<file path="src/qpc_pkg.sv">
// Constants and types for the frame priority classifier
package qpc_pkg;
   localparam int NUM_PORTS = 16;
   localparam int PORT_W = 4;
   localparam int NUM_SPECIAL = 16;
   localparam int SPECIAL_IDX_W = 4;
   // Register byte offsets
   localparam logic [7:0] REG_CTRL = 8'h00;
   localparam logic [7:0] REG_TAG_MAP = 8'h04;
   localparam logic [7:0] REG_TOS_MAP = 8'h08;
   localparam logic [7:0] REG_DSCP_LO = 8'h0c;
   localparam logic [7:0] REG_DSCP_HI = 8'h10;
   localparam logic [7:0] REG_SPECIAL = 8'h14;
   localparam logic [7:0] REG_STATUS = 8'h18;
   localparam logic [7:0] REG_PORT_SEL = 8'h1c;
   // Control field positions
   localparam int CTRL_METHOD_LSB = 0;
   localparam int CTRL_L4_LSB = 4;
   localparam int CTRL_DEF_CLASS = 8;
   localparam int CTRL_SPEC_CLASS = 9;
   localparam int CTRL_SPEC_DEF = 10;
   localparam int CTRL_ADV = 11;
   localparam int SEL_ALL = 8;
   localparam int SPEC_EN = 16;
   localparam int SPEC_IDX_LSB = 20;
   // IP header field positions within the TOS byte
   localparam int TOS_PREC_LSB = 5;
   localparam int DSCP_LSB = 2;
   localparam logic [31:0] CTRL_RESET = 32'h0000_0100;
   localparam logic [31:0] UNMAPPED_READ = 32'h0000_0000;
   typedef enum logic [2:0] {QPC_M_NONE, QPC_M_TAG, QPC_M_TOS, QPC_M_L4, QPC_M_DSCP} qpc_method_t;
   typedef enum logic [2:0] {QPC_L4_OFF, QPC_L4_DOWN_WEB, QPC_L4_VOIP, QPC_L4_STORAGE, QPC_L4_WEB,
      QPC_L4_STREAM, QPC_L4_DB} qpc_l4_t;
   localparam logic [15:0] WEB_PORTS [10] = '{16'h0050, 16'h0118, 16'h01bb, 16'h0019, 16'h006e,
      16'h0014, 16'h0015, 16'h0045, 16'h0077, 16'h07d9};
   localparam logic [15:0] VOIP_PORTS [3] = '{16'h06b6, 16'h06b7, 16'h06b8};
   localparam logic [15:0] STOR_PORTS [3] = '{16'h0c99, 16'h0cbc, 16'h0d5c};
   localparam logic [15:0] STREAM_PORTS [6] = '{16'h0ba3, 16'h06db, 16'h1b9e, 16'h1b9f, 16'h022a,
      16'h1f40};
   localparam logic [15:0] DB_PORTS [10] = '{16'h0042, 16'h0623, 16'h0627, 16'h020b, 16'h0076,
      16'h009c, 16'h0cea, 16'h04d0, 16'h0599, 16'h059a};
endpackage

</file>
<file path="src/qpc_classifier.sv">
// Per-port frame priority classifier with Avalon-MM configuration
//
// Overview of operation
// Tag mode: 3-bit tag priority selects a configured high/low class.
// Mappings held per port; one write can load every port.
// TOS mode: TOS bits 5-7 index an eight-entry class map.
// Low class marks frames as discard-first under congestion.
// Layer-4 setting is exactly one of off or six profiles.
// Down-web profile: web/mail/file/news ports low, all others high.
// Voice profile: ports 1718-1720 high.
// Storage profile: ports 3225, 3260, 3420 high.
// Streaming profile: its six ports high.
// Database profile: its ten ports high.
// Web profile: the ten web/mail/file/news ports high.
// Advanced mode: programmable special port list with one match class.
// Unmatched ports in advanced mode with the layer-4 profile off take a separate default class.
// Code-point mode: 6-bit code indexes 64-entry class table.
// Unmatched frames take a default class, high after reset.
// Exactly one priority bit per frame from the selected method.
// Frames lacking the needed header field take the default class.
//
// The register addresses and the Avalon-MM register port were left to the implementer.
`timescale 1ns/1ps
module qpc_classifier
(
   input wire logic clock,
   input wire logic rst,
   input wire logic [7:0] avs_address,
   input wire logic avs_read,
   input wire logic avs_write,
   input wire logic [31:0] avs_writedata,
   input wire logic [3:0] avs_byteenable,
   output logic [31:0] avs_readdata,
   output logic avs_waitrequest,
   input wire logic frm_valid,
   input wire logic [3:0] frm_port,
   input wire logic frm_tagged,
   input wire logic [2:0] frm_tag_pri,
   input wire logic frm_is_ip,
   input wire logic [7:0] frm_tos,
   input wire logic frm_has_l4,
   input wire logic [15:0] frm_src_l4,
   input wire logic [15:0] frm_dst_l4,
   output logic cls_valid,
   output logic cls_high,
   output logic [3:0] cls_port
);

   // ------------------------------------------------------------
   // Configuration state
   // ------------------------------------------------------------
   logic [31:0] ctrl_q;
   logic [3:0] port_sel_q;
   logic sel_all_q;
   logic [7:0] tag_map_q [qpc_pkg::NUM_PORTS];
   logic [7:0] tos_map_q [qpc_pkg::NUM_PORTS];
   logic [31:0] dscp_lo_q [qpc_pkg::NUM_PORTS];
   logic [31:0] dscp_hi_q [qpc_pkg::NUM_PORTS];
   logic [15:0] spec_port_q [qpc_pkg::NUM_SPECIAL];
   logic [qpc_pkg::NUM_SPECIAL-1:0] spec_en_q;
   logic [31:0] frame_cnt_q;
   logic ack_q;
   logic wr_go;
   logic rd_go;
   logic [31:0] wdata;
   logic [31:0] rdata_d;
   qpc_pkg::qpc_method_t method;
   qpc_pkg::qpc_l4_t l4_sel;
   logic [2:0] l4_field;

   assign method = qpc_pkg::qpc_method_t'(ctrl_q[qpc_pkg::CTRL_METHOD_LSB +: 3]);
   assign l4_field = ctrl_q[qpc_pkg::CTRL_L4_LSB +: 3];
   // Single profile field; illegal codes behave as off
   assign l4_sel = (l4_field > 3'(qpc_pkg::QPC_L4_DB)) ? qpc_pkg::QPC_L4_OFF : qpc_pkg::qpc_l4_t'(l4_field);

   // ------------------------------------------------------------
   // Bus handshake: one wait cycle per access
   // ------------------------------------------------------------
   assign avs_waitrequest = (avs_read | avs_write) & ~ack_q;
   assign wr_go = avs_write & ack_q;
   assign rd_go = avs_read & ~ack_q;

   always_ff @(posedge clock or posedge rst)
   begin
      if (rst)
         ack_q <= 1'b0;
      else
         ack_q <= (avs_read | avs_write) & ~ack_q;
   end

   always_comb
   begin
      for (int b = 0; b < 4; b++)
         wdata[b*8 +: 8] = avs_byteenable[b] ? avs_writedata[b*8 +: 8] : 8'h00;
   end

   always_ff @(posedge clock or posedge rst)
   begin
      if (rst)
      begin
         ctrl_q <= qpc_pkg::CTRL_RESET;
         port_sel_q <= 4'h0;
         sel_all_q <= 1'b0;
      end
      else if (wr_go && avs_address == qpc_pkg::REG_CTRL)
         ctrl_q <= wdata;
      else if (wr_go && avs_address == qpc_pkg::REG_PORT_SEL)
      begin
         port_sel_q <= wdata[qpc_pkg::PORT_W-1:0];
         sel_all_q <= wdata[qpc_pkg::SEL_ALL];
      end
   end

   // ------------------------------------------------------------
   // Per-port maps, all-ports broadcast write
   // ------------------------------------------------------------
   genvar gp;
   generate
      for (gp = 0; gp < qpc_pkg::NUM_PORTS; gp++)
      begin : g_port
         logic hit;
         assign hit = wr_go & (sel_all_q | (port_sel_q == 4'(gp)));
         always_ff @(posedge clock or posedge rst)
         begin
            if (rst)
            begin
               tag_map_q[gp] <= 8'hff;
               tos_map_q[gp] <= 8'hff;
               dscp_lo_q[gp] <= 32'hffff_ffff;
               dscp_hi_q[gp] <= 32'hffff_ffff;
            end
            else if (hit)
            begin
               if (avs_address == qpc_pkg::REG_TAG_MAP)
                  tag_map_q[gp] <= wdata[7:0];
               if (avs_address == qpc_pkg::REG_TOS_MAP)
                  tos_map_q[gp] <= wdata[7:0];
               if (avs_address == qpc_pkg::REG_DSCP_LO)
                  dscp_lo_q[gp] <= wdata;
               if (avs_address == qpc_pkg::REG_DSCP_HI)
                  dscp_hi_q[gp] <= wdata;
            end
         end
      end
   endgenerate

   // ------------------------------------------------------------
   // Special port list, loaded one entry per write
   // ------------------------------------------------------------
   genvar gs;
   generate
      for (gs = 0; gs < qpc_pkg::NUM_SPECIAL; gs++)
      begin : g_spec
         always_ff @(posedge clock or posedge rst)
         begin
            if (rst)
            begin
               spec_port_q[gs] <= 16'h0000;
               spec_en_q[gs] <= 1'b0;
            end
            else if (wr_go && avs_address == qpc_pkg::REG_SPECIAL &&
               wdata[qpc_pkg::SPEC_IDX_LSB +: qpc_pkg::SPECIAL_IDX_W] == 4'(gs))
            begin
               spec_port_q[gs] <= wdata[15:0];
               spec_en_q[gs] <= wdata[qpc_pkg::SPEC_EN];
            end
         end
      end
   endgenerate

   // ------------------------------------------------------------
   // Register read mux
   // ------------------------------------------------------------
   always_comb
   begin
      case (avs_address)
         qpc_pkg::REG_CTRL: rdata_d = ctrl_q;
         qpc_pkg::REG_TAG_MAP: rdata_d = {24'h000000, tag_map_q[port_sel_q]};
         qpc_pkg::REG_TOS_MAP: rdata_d = {24'h000000, tos_map_q[port_sel_q]};
         qpc_pkg::REG_DSCP_LO: rdata_d = dscp_lo_q[port_sel_q];
         qpc_pkg::REG_DSCP_HI: rdata_d = dscp_hi_q[port_sel_q];
         qpc_pkg::REG_STATUS: rdata_d = frame_cnt_q;
         qpc_pkg::REG_PORT_SEL: rdata_d = {23'h000000, sel_all_q, 4'h0, port_sel_q};
         default: rdata_d = qpc_pkg::UNMAPPED_READ;
      endcase
   end

   always_ff @(posedge clock or posedge rst)
   begin
      if (rst)
         avs_readdata <= 32'h0000_0000;
      else if (rd_go)
         avs_readdata <= rdata_d;
   end

   // ------------------------------------------------------------
   // Layer-4 matching
   // ------------------------------------------------------------
   function automatic logic in_list10(input logic [15:0] p, input logic [15:0] l [10]);
      logic r;
      r = 1'b0;
      for (int i = 0; i < 10; i++)
         r = r | (p == l[i]);
      return r;
   endfunction

   function automatic logic in_list6(input logic [15:0] p, input logic [15:0] l [6]);
      logic r;
      r = 1'b0;
      for (int i = 0; i < 6; i++)
         r = r | (p == l[i]);
      return r;
   endfunction

   function automatic logic in_list3(input logic [15:0] p, input logic [15:0] l [3]);
      logic r;
      r = 1'b0;
      for (int i = 0; i < 3; i++)
         r = r | (p == l[i]);
      return r;
   endfunction

   logic web_hit;
   logic voip_hit;
   logic stor_hit;
   logic stream_hit;
   logic db_hit;
   logic spec_hit;
   logic def_class;
   logic l4_class;
   logic cls_d;
   logic [2:0] tos_idx;
   logic [5:0] dscp_idx;
   logic [63:0] dscp_tab;

   assign web_hit = in_list10(frm_src_l4, qpc_pkg::WEB_PORTS) | in_list10(frm_dst_l4, qpc_pkg::WEB_PORTS);
   assign voip_hit = in_list3(frm_src_l4, qpc_pkg::VOIP_PORTS) | in_list3(frm_dst_l4, qpc_pkg::VOIP_PORTS);
   assign stor_hit = in_list3(frm_src_l4, qpc_pkg::STOR_PORTS) | in_list3(frm_dst_l4, qpc_pkg::STOR_PORTS);
   assign stream_hit = in_list6(frm_src_l4, qpc_pkg::STREAM_PORTS) |
      in_list6(frm_dst_l4, qpc_pkg::STREAM_PORTS);
   assign db_hit = in_list10(frm_src_l4, qpc_pkg::DB_PORTS) | in_list10(frm_dst_l4, qpc_pkg::DB_PORTS);

   always_comb
   begin
      spec_hit = 1'b0;
      for (int i = 0; i < qpc_pkg::NUM_SPECIAL; i++)
         spec_hit = spec_hit | (spec_en_q[i] & ((frm_src_l4 == spec_port_q[i]) | (frm_dst_l4 == spec_port_q[i])));
   end

   assign def_class = ctrl_q[qpc_pkg::CTRL_DEF_CLASS];

   always_comb
   begin
      l4_class = def_class;
      // Advanced list adds to the built-in profile and wins over it
      if (ctrl_q[qpc_pkg::CTRL_ADV] && spec_hit)
         l4_class = ctrl_q[qpc_pkg::CTRL_SPEC_CLASS];
      else
      begin
         case (l4_sel)
            qpc_pkg::QPC_L4_DOWN_WEB: l4_class = ~web_hit;
            qpc_pkg::QPC_L4_VOIP: l4_class = voip_hit;
            qpc_pkg::QPC_L4_STORAGE: l4_class = stor_hit;
            qpc_pkg::QPC_L4_WEB: l4_class = web_hit;
            qpc_pkg::QPC_L4_STREAM: l4_class = stream_hit;
            qpc_pkg::QPC_L4_DB: l4_class = db_hit;
            default: l4_class = ctrl_q[qpc_pkg::CTRL_ADV] ? ctrl_q[qpc_pkg::CTRL_SPEC_DEF] : def_class;
         endcase
      end
   end

   // ------------------------------------------------------------
   // Method select, one class bit per frame
   // ------------------------------------------------------------
   assign tos_idx = frm_tos[qpc_pkg::TOS_PREC_LSB +: 3];
   assign dscp_idx = frm_tos[qpc_pkg::DSCP_LSB +: 6];
   assign dscp_tab = {dscp_hi_q[frm_port], dscp_lo_q[frm_port]};

   always_comb
   begin
      case (method)
         qpc_pkg::QPC_M_TAG: cls_d = frm_tagged ? tag_map_q[frm_port][frm_tag_pri] : def_class;
         qpc_pkg::QPC_M_TOS: cls_d = frm_is_ip ? tos_map_q[frm_port][tos_idx] : def_class;
         qpc_pkg::QPC_M_DSCP: cls_d = frm_is_ip ? dscp_tab[dscp_idx] : def_class;
         qpc_pkg::QPC_M_L4: cls_d = (frm_is_ip && frm_has_l4) ? l4_class : def_class;
         default: cls_d = def_class;
      endcase
   end

   always_ff @(posedge clock or posedge rst)
   begin
      if (rst)
      begin
         cls_valid <= 1'b0;
         cls_high <= 1'b1;
         cls_port <= 4'h0;
      end
      else
      begin
         cls_valid <= frm_valid;
         if (frm_valid)
         begin
            cls_high <= cls_d;
            cls_port <= frm_port;
         end
      end
   end

   always_ff @(posedge clock or posedge rst)
   begin
      if (rst)
         frame_cnt_q <= 32'h0000_0000;
      else if (frm_valid && !cls_d)
         frame_cnt_q <= frame_cnt_q + 32'h0000_0001;
   end

endmodule // qpc_classifier

</file>
<file path="config.mk">
export PLATFORM = sky130hd
export DESIGN_NAME = qpc_classifier
export DESIGN_NICKNAME = d
export VERILOG_FILES = /design/src/qpc_pkg.sv /design/src/qpc_classifier.sv
export SDC_FILE = /design/constraint.sdc
export NUM_CORES = 2
export LEC_CHECK = 0
export ABC_CLOCK_PERIOD_IN_PS = 95900
export BUFFER_PORTS_ARGS = -buffer_cell sky130_fd_sc_hd__buf_2
export CAP_MARGIN = 20
export CORE_MARGIN = 8
export CORE_UTILIZATION = 46
export DETAILED_ROUTE_END_ITERATION = 8
export PLACE_DENSITY = 0.6
export SLEW_MARGIN = 40
export SYNTH_ARGS = -nofsm -noshare
export SYNTH_HDL_FRONTEND = slang
export SYNTH_SLANG_ARGS = --single-unit
export TNS_END_PERCENT = 20
</file>
<file path="constraint.sdc">
create_clock -name clock -period 95.9 [get_ports clock]
set_input_delay 19.18 -clock clock [delete_from_list [all_inputs] [get_ports clock]]
set_output_delay 19.18 -clock clock [all_outputs]
set_load 0.02 [all_outputs]
</file>
==> flow_summary_export.csv <==
group,metric,value,unit
power,cellInternalPower,1.16,mW
job,max-cap-violations,0,
synth,count_of_flip_flops_with_a_built_in_enable_after_synthesis,0,
floorplan,std_cell_rows,162,
power,sequentialPowerShare,0.464,
global_route,overflow,0,
timing,final_count_of_pins_violating_max_slew,0,
cells_and_area,area_growth_syn_to_layout,10.3,%
synth,postSynthRegisterBits,1660,
clocking,cts_inserted_buffers,178,
synth,synthesis.nets,7987,
timing,worst-slew-pin-transition,0.932,ns
clocking,clk_latency,0.83,ns
clocking,cts.repair_timing.setup_buffer_count,0,
clocking,numClockSinks,1660,
synth,async_flop_share,1.00,
global_route,grt_first_pass_wirelength,439000,microns
clocking,cts_tree,"yes",
global_route,grt_use_total,0.277,
synth,syn_inst,7887,
power,power.density_cell_area,15.5,mW/mm^2
floorplan,starting_density_of_the_core,0.461,
worst_setup_path,critical_path.max_fanout,2,
timing,max_freq,0.0258,GHz
floorplan,die_w,457,microns
clocking,cts_hold_repair.buffers,0,
timing,finalSetupViolCount,0,
drt,drcViolationCount,0,
synth,ys_dominant_reg_cell,"dfstp_2",
placed_design,gp_routability_congestion,0.852,
power,p_sw,0.373,mW
timing,holdWs,0.457,ns
min_path,worstHoldPathType,"reg2reg",
global_route,antenna_found_initial,21,
cells_and_area,layout.filler_cells,17000,
timing,rsz0062_at_grt,"no",
synth,syn-cell-area,0.0895,sq mm
clocking,cells_resized_by_post_cts_repair,0,
floorplan,die_height,457,microns
cells_and_area,fin_nets,7729,
worst_setup_path,timing.critical_path.from_type,"primary input",
drt,vias_per_cell,6.24,
timing,final.setup_skew,0.0233,ns
outcome,run_status,"finished, final reports clean",
synth,synth.yosys.seq_area_share,0.482,
floorplan,count_of_pins_on_the_block_boundary,138,
synth,netlist-cell-type-count,75,
timing,hold_violations,0,
clocking,clk_pin_slew,0.06,ns
cells_and_area,utilization,0.508,
worst_setup_path,crit_type,"in2out",
drt,postRouteWirelength,294000,microns
power,total_power,1.53,mW
timing,timing.final.crit_period,38.81,ns
worst_setup_path,timing.critical_path.required,76.72,ns
cells_and_area,layout-drive-gt1-share,0.383,
drt,drt.antenna.violating_nets,0,
power,switching_share,0.244,
drt,route.detailed.wl_per_inst,28.5,microns
drt,vias,64400,
placed_design,detailedPlacementHpwl,172000,microns
floorplan,floorplan.die_area,0.209,sq mm
power,ir_drop,0.0189,mV
synth,synthesis.yosys.warnings,0,
placed_design,place.port_buffers,135,
clocking,htree_levels,4,
floorplan,fp.coreArea,0.194,sq mm
clocking,clk_root_buffer_cell,"clkbuf_16",
worst_setup_path,worstPathArrival,19.63,ns
power,power.static_leakage,34.6,nW
timing,fin_tns_setup,0,ns
synth,postSynthAreaPerCell,11.4,sq um
drt,drt_first_iter_violations,6451,
power,power_frac_clock,0.468,
worst_setup_path,worst_setup_path_end_kind,"primary output",
drt,detail_route.first_pass.iterations,8,
timing,slew-limit-headroom,0.379,
global_route,grt_max_degree,145,
clocking,clk_path_buf_depth,3,
timing,min_period_over_period,0.405,
power,pwr-share-comb,0.068,
global_route,grt_pass1_vias,65100,
state kept, by name, summed over array words and instances, names as in the netlist:
register / count
cls_port: 4
sel_all_q: 1
port_sel_q: 4
ack_q: 1
frame_cnt_q: 32
dscp_lo_q: 512
tag_map_q: 128
cls_high: 1
cls_valid: 1
dscp_hi_q: 512
spec_port_q: 256
ctrl_q: 32
tos_map_q: 128
spec_en_q: 16
avs_readdata: 32
Yosys cell counts (7+ instances only):
library cell / count / area (sq um)
inv_1: 23 / 86.3
or4_1: 7 / 52.6
a211oi_1: 9 / 67.6
o22ai_1: 8 / 50.1
or2_2: 8 / 50.1
clkbuf_1: 563 / 2110
o21a_1: 14 / 105
mux2_2: 249 / 2800
o21ai_0: 1442 / 7220
xor2_1: 21 / 184
buf_1: 103 / 387
nand2_1: 1526 / 5730
nor4_1: 58 / 363
o211ai_1: 9 / 67.6
and3_1: 14 / 87.6
a31oi_1: 7 / 43.8
nor2b_1: 27 / 169
a22oi_1: 57 / 428
nand4_1: 160 / 1000
nor3b_1: 9 / 67.6
mux2i_1: 125 / 1250
nor4b_1: 7 / 61.3
buf_2: 63 / 315
nand3_1: 34 / 170
nand3b_1: 7 / 52.6
a21oi_1: 48 / 240
and2_1: 19 / 119
nand2b_1: 21 / 131
nor3_1: 43 / 215
nor2_1: 123 / 462
buf_4: 16 / 120
dfrtp_1: 378 / 9460
or3_1: 10 / 62.6
xnor2_1: 523 / 4580
a22o_1: 45 / 394
a221oi_1: 21 / 184
dfstp_2: 1282 / 33700
buf_6: 7 / 78.8
mux4_2: 714 / 16100
metrics by stage:
stage | instances | instance area (sq um) | setup slack [ns]
after detailed placement | 9984 | 92400 | 57.09
after global routing | 10300 | 98700 | 57.06
final | 10300 | 98700 | 57.09
after global placement | 9973 | 91900 | 57.08
after floorplan | 7887 | 89500 | 31.99
after CTS | 10300 | 98500 | 57.09
kinds of logic (layout without fill, tap and decap cells):
family | Yosys count | in the layout | synth area share
xor+xnor | 544 | 544 | 0.0532
simple gates | 2100 | 2100 | 0.101
buf+inv | 777 | 669 | 0.0347
mux | 1088 | 1088 | 0.225
other cells | 0 | 5 | 0
flops | 1660 | 1660 | 0.482
compound gates | 1717 | 1717 | 0.104
fa+ha+maj | 1 | 1 | 0.000140
placed cells by master (no fill, tap or decap), drive strengths merged, types with 125 or more instances in the layout:
| master | n |
|---|---|
| dfstp | 1282 |
| o21ai | 1442 |
| nand2 | 1526 |
| xnor2 | 523 |
| mux2 | 249 |
| mux2i | 125 |
| buf | 314 |
| clkbuf | 275 |
| dfrtp | 378 |
| nand4 | 160 |
| mux4 | 714 |
final timing paths:
| path | slack [ns] | from | depth (start not counted) | endpoint |
|---|---|---|---|---|
| setup / recovery | 57.09 | avs_read | 4 | avs_waitrequest |
| hold / removal | 0.46 | ack_q | 1 | ack_q |
| setup reg to reg | 90.70 | port_sel_q[0] | 11 | avs_readdata[22] |
| hold reg to reg | 0.46 | ack_q | 1 | ack_q |
| max in group asynchronous | 73.32 | rst | 8 | dscp_hi_q[289] |
| min in group asynchronous | 18.49 | rst | 2 | avs_readdata[19] |
metal layers:
layer,track usage,vias up,routed length (microns)
li1,-,28000,-
met1,0.373,33100,120000
met2,0.448,2693,139000
met3,0.0513,682,22800
met4,0.108,0,12700
met5,0,-,0
worst max-delay path, stage by stage:
cell and delay (ns):
buf_2 0.11, nor2_1 0.05, nor2_1 0.11, buf_2 0.18
power groups by stage:
stage / registers, mW / logic (mW) / clock network (mW)
floorplan: 0.716 / 0.0638 / 0
global placement: 0.720 / 0.100 / 0
detailed placement: 0.720 / 0.102 / 0
CTS: 0.710 / 0.103 / 0.726
global route: 0.710 / 0.110 / 0.753
finish: 0.710 / 0.103 / 0.716
final cells by class:
class | count | area (sq um) | share of cell area
multi-input cells | 5450 | 43600 | 0.442
flip-flops and latches | 1660 | 43200 | 0.437
clock buffers | 275 | 5390 | 0.0545
well taps | 2542 | 3180 | 0.0322
repair buffers | 314 | 2590 | 0.0262
clock inverters | 55 | 687 | 0.00696
inverters | 25 | 106 | 0.00108
diodes | 5 | 12.5 | 0.000127
(Power assumes the default switching activity.)
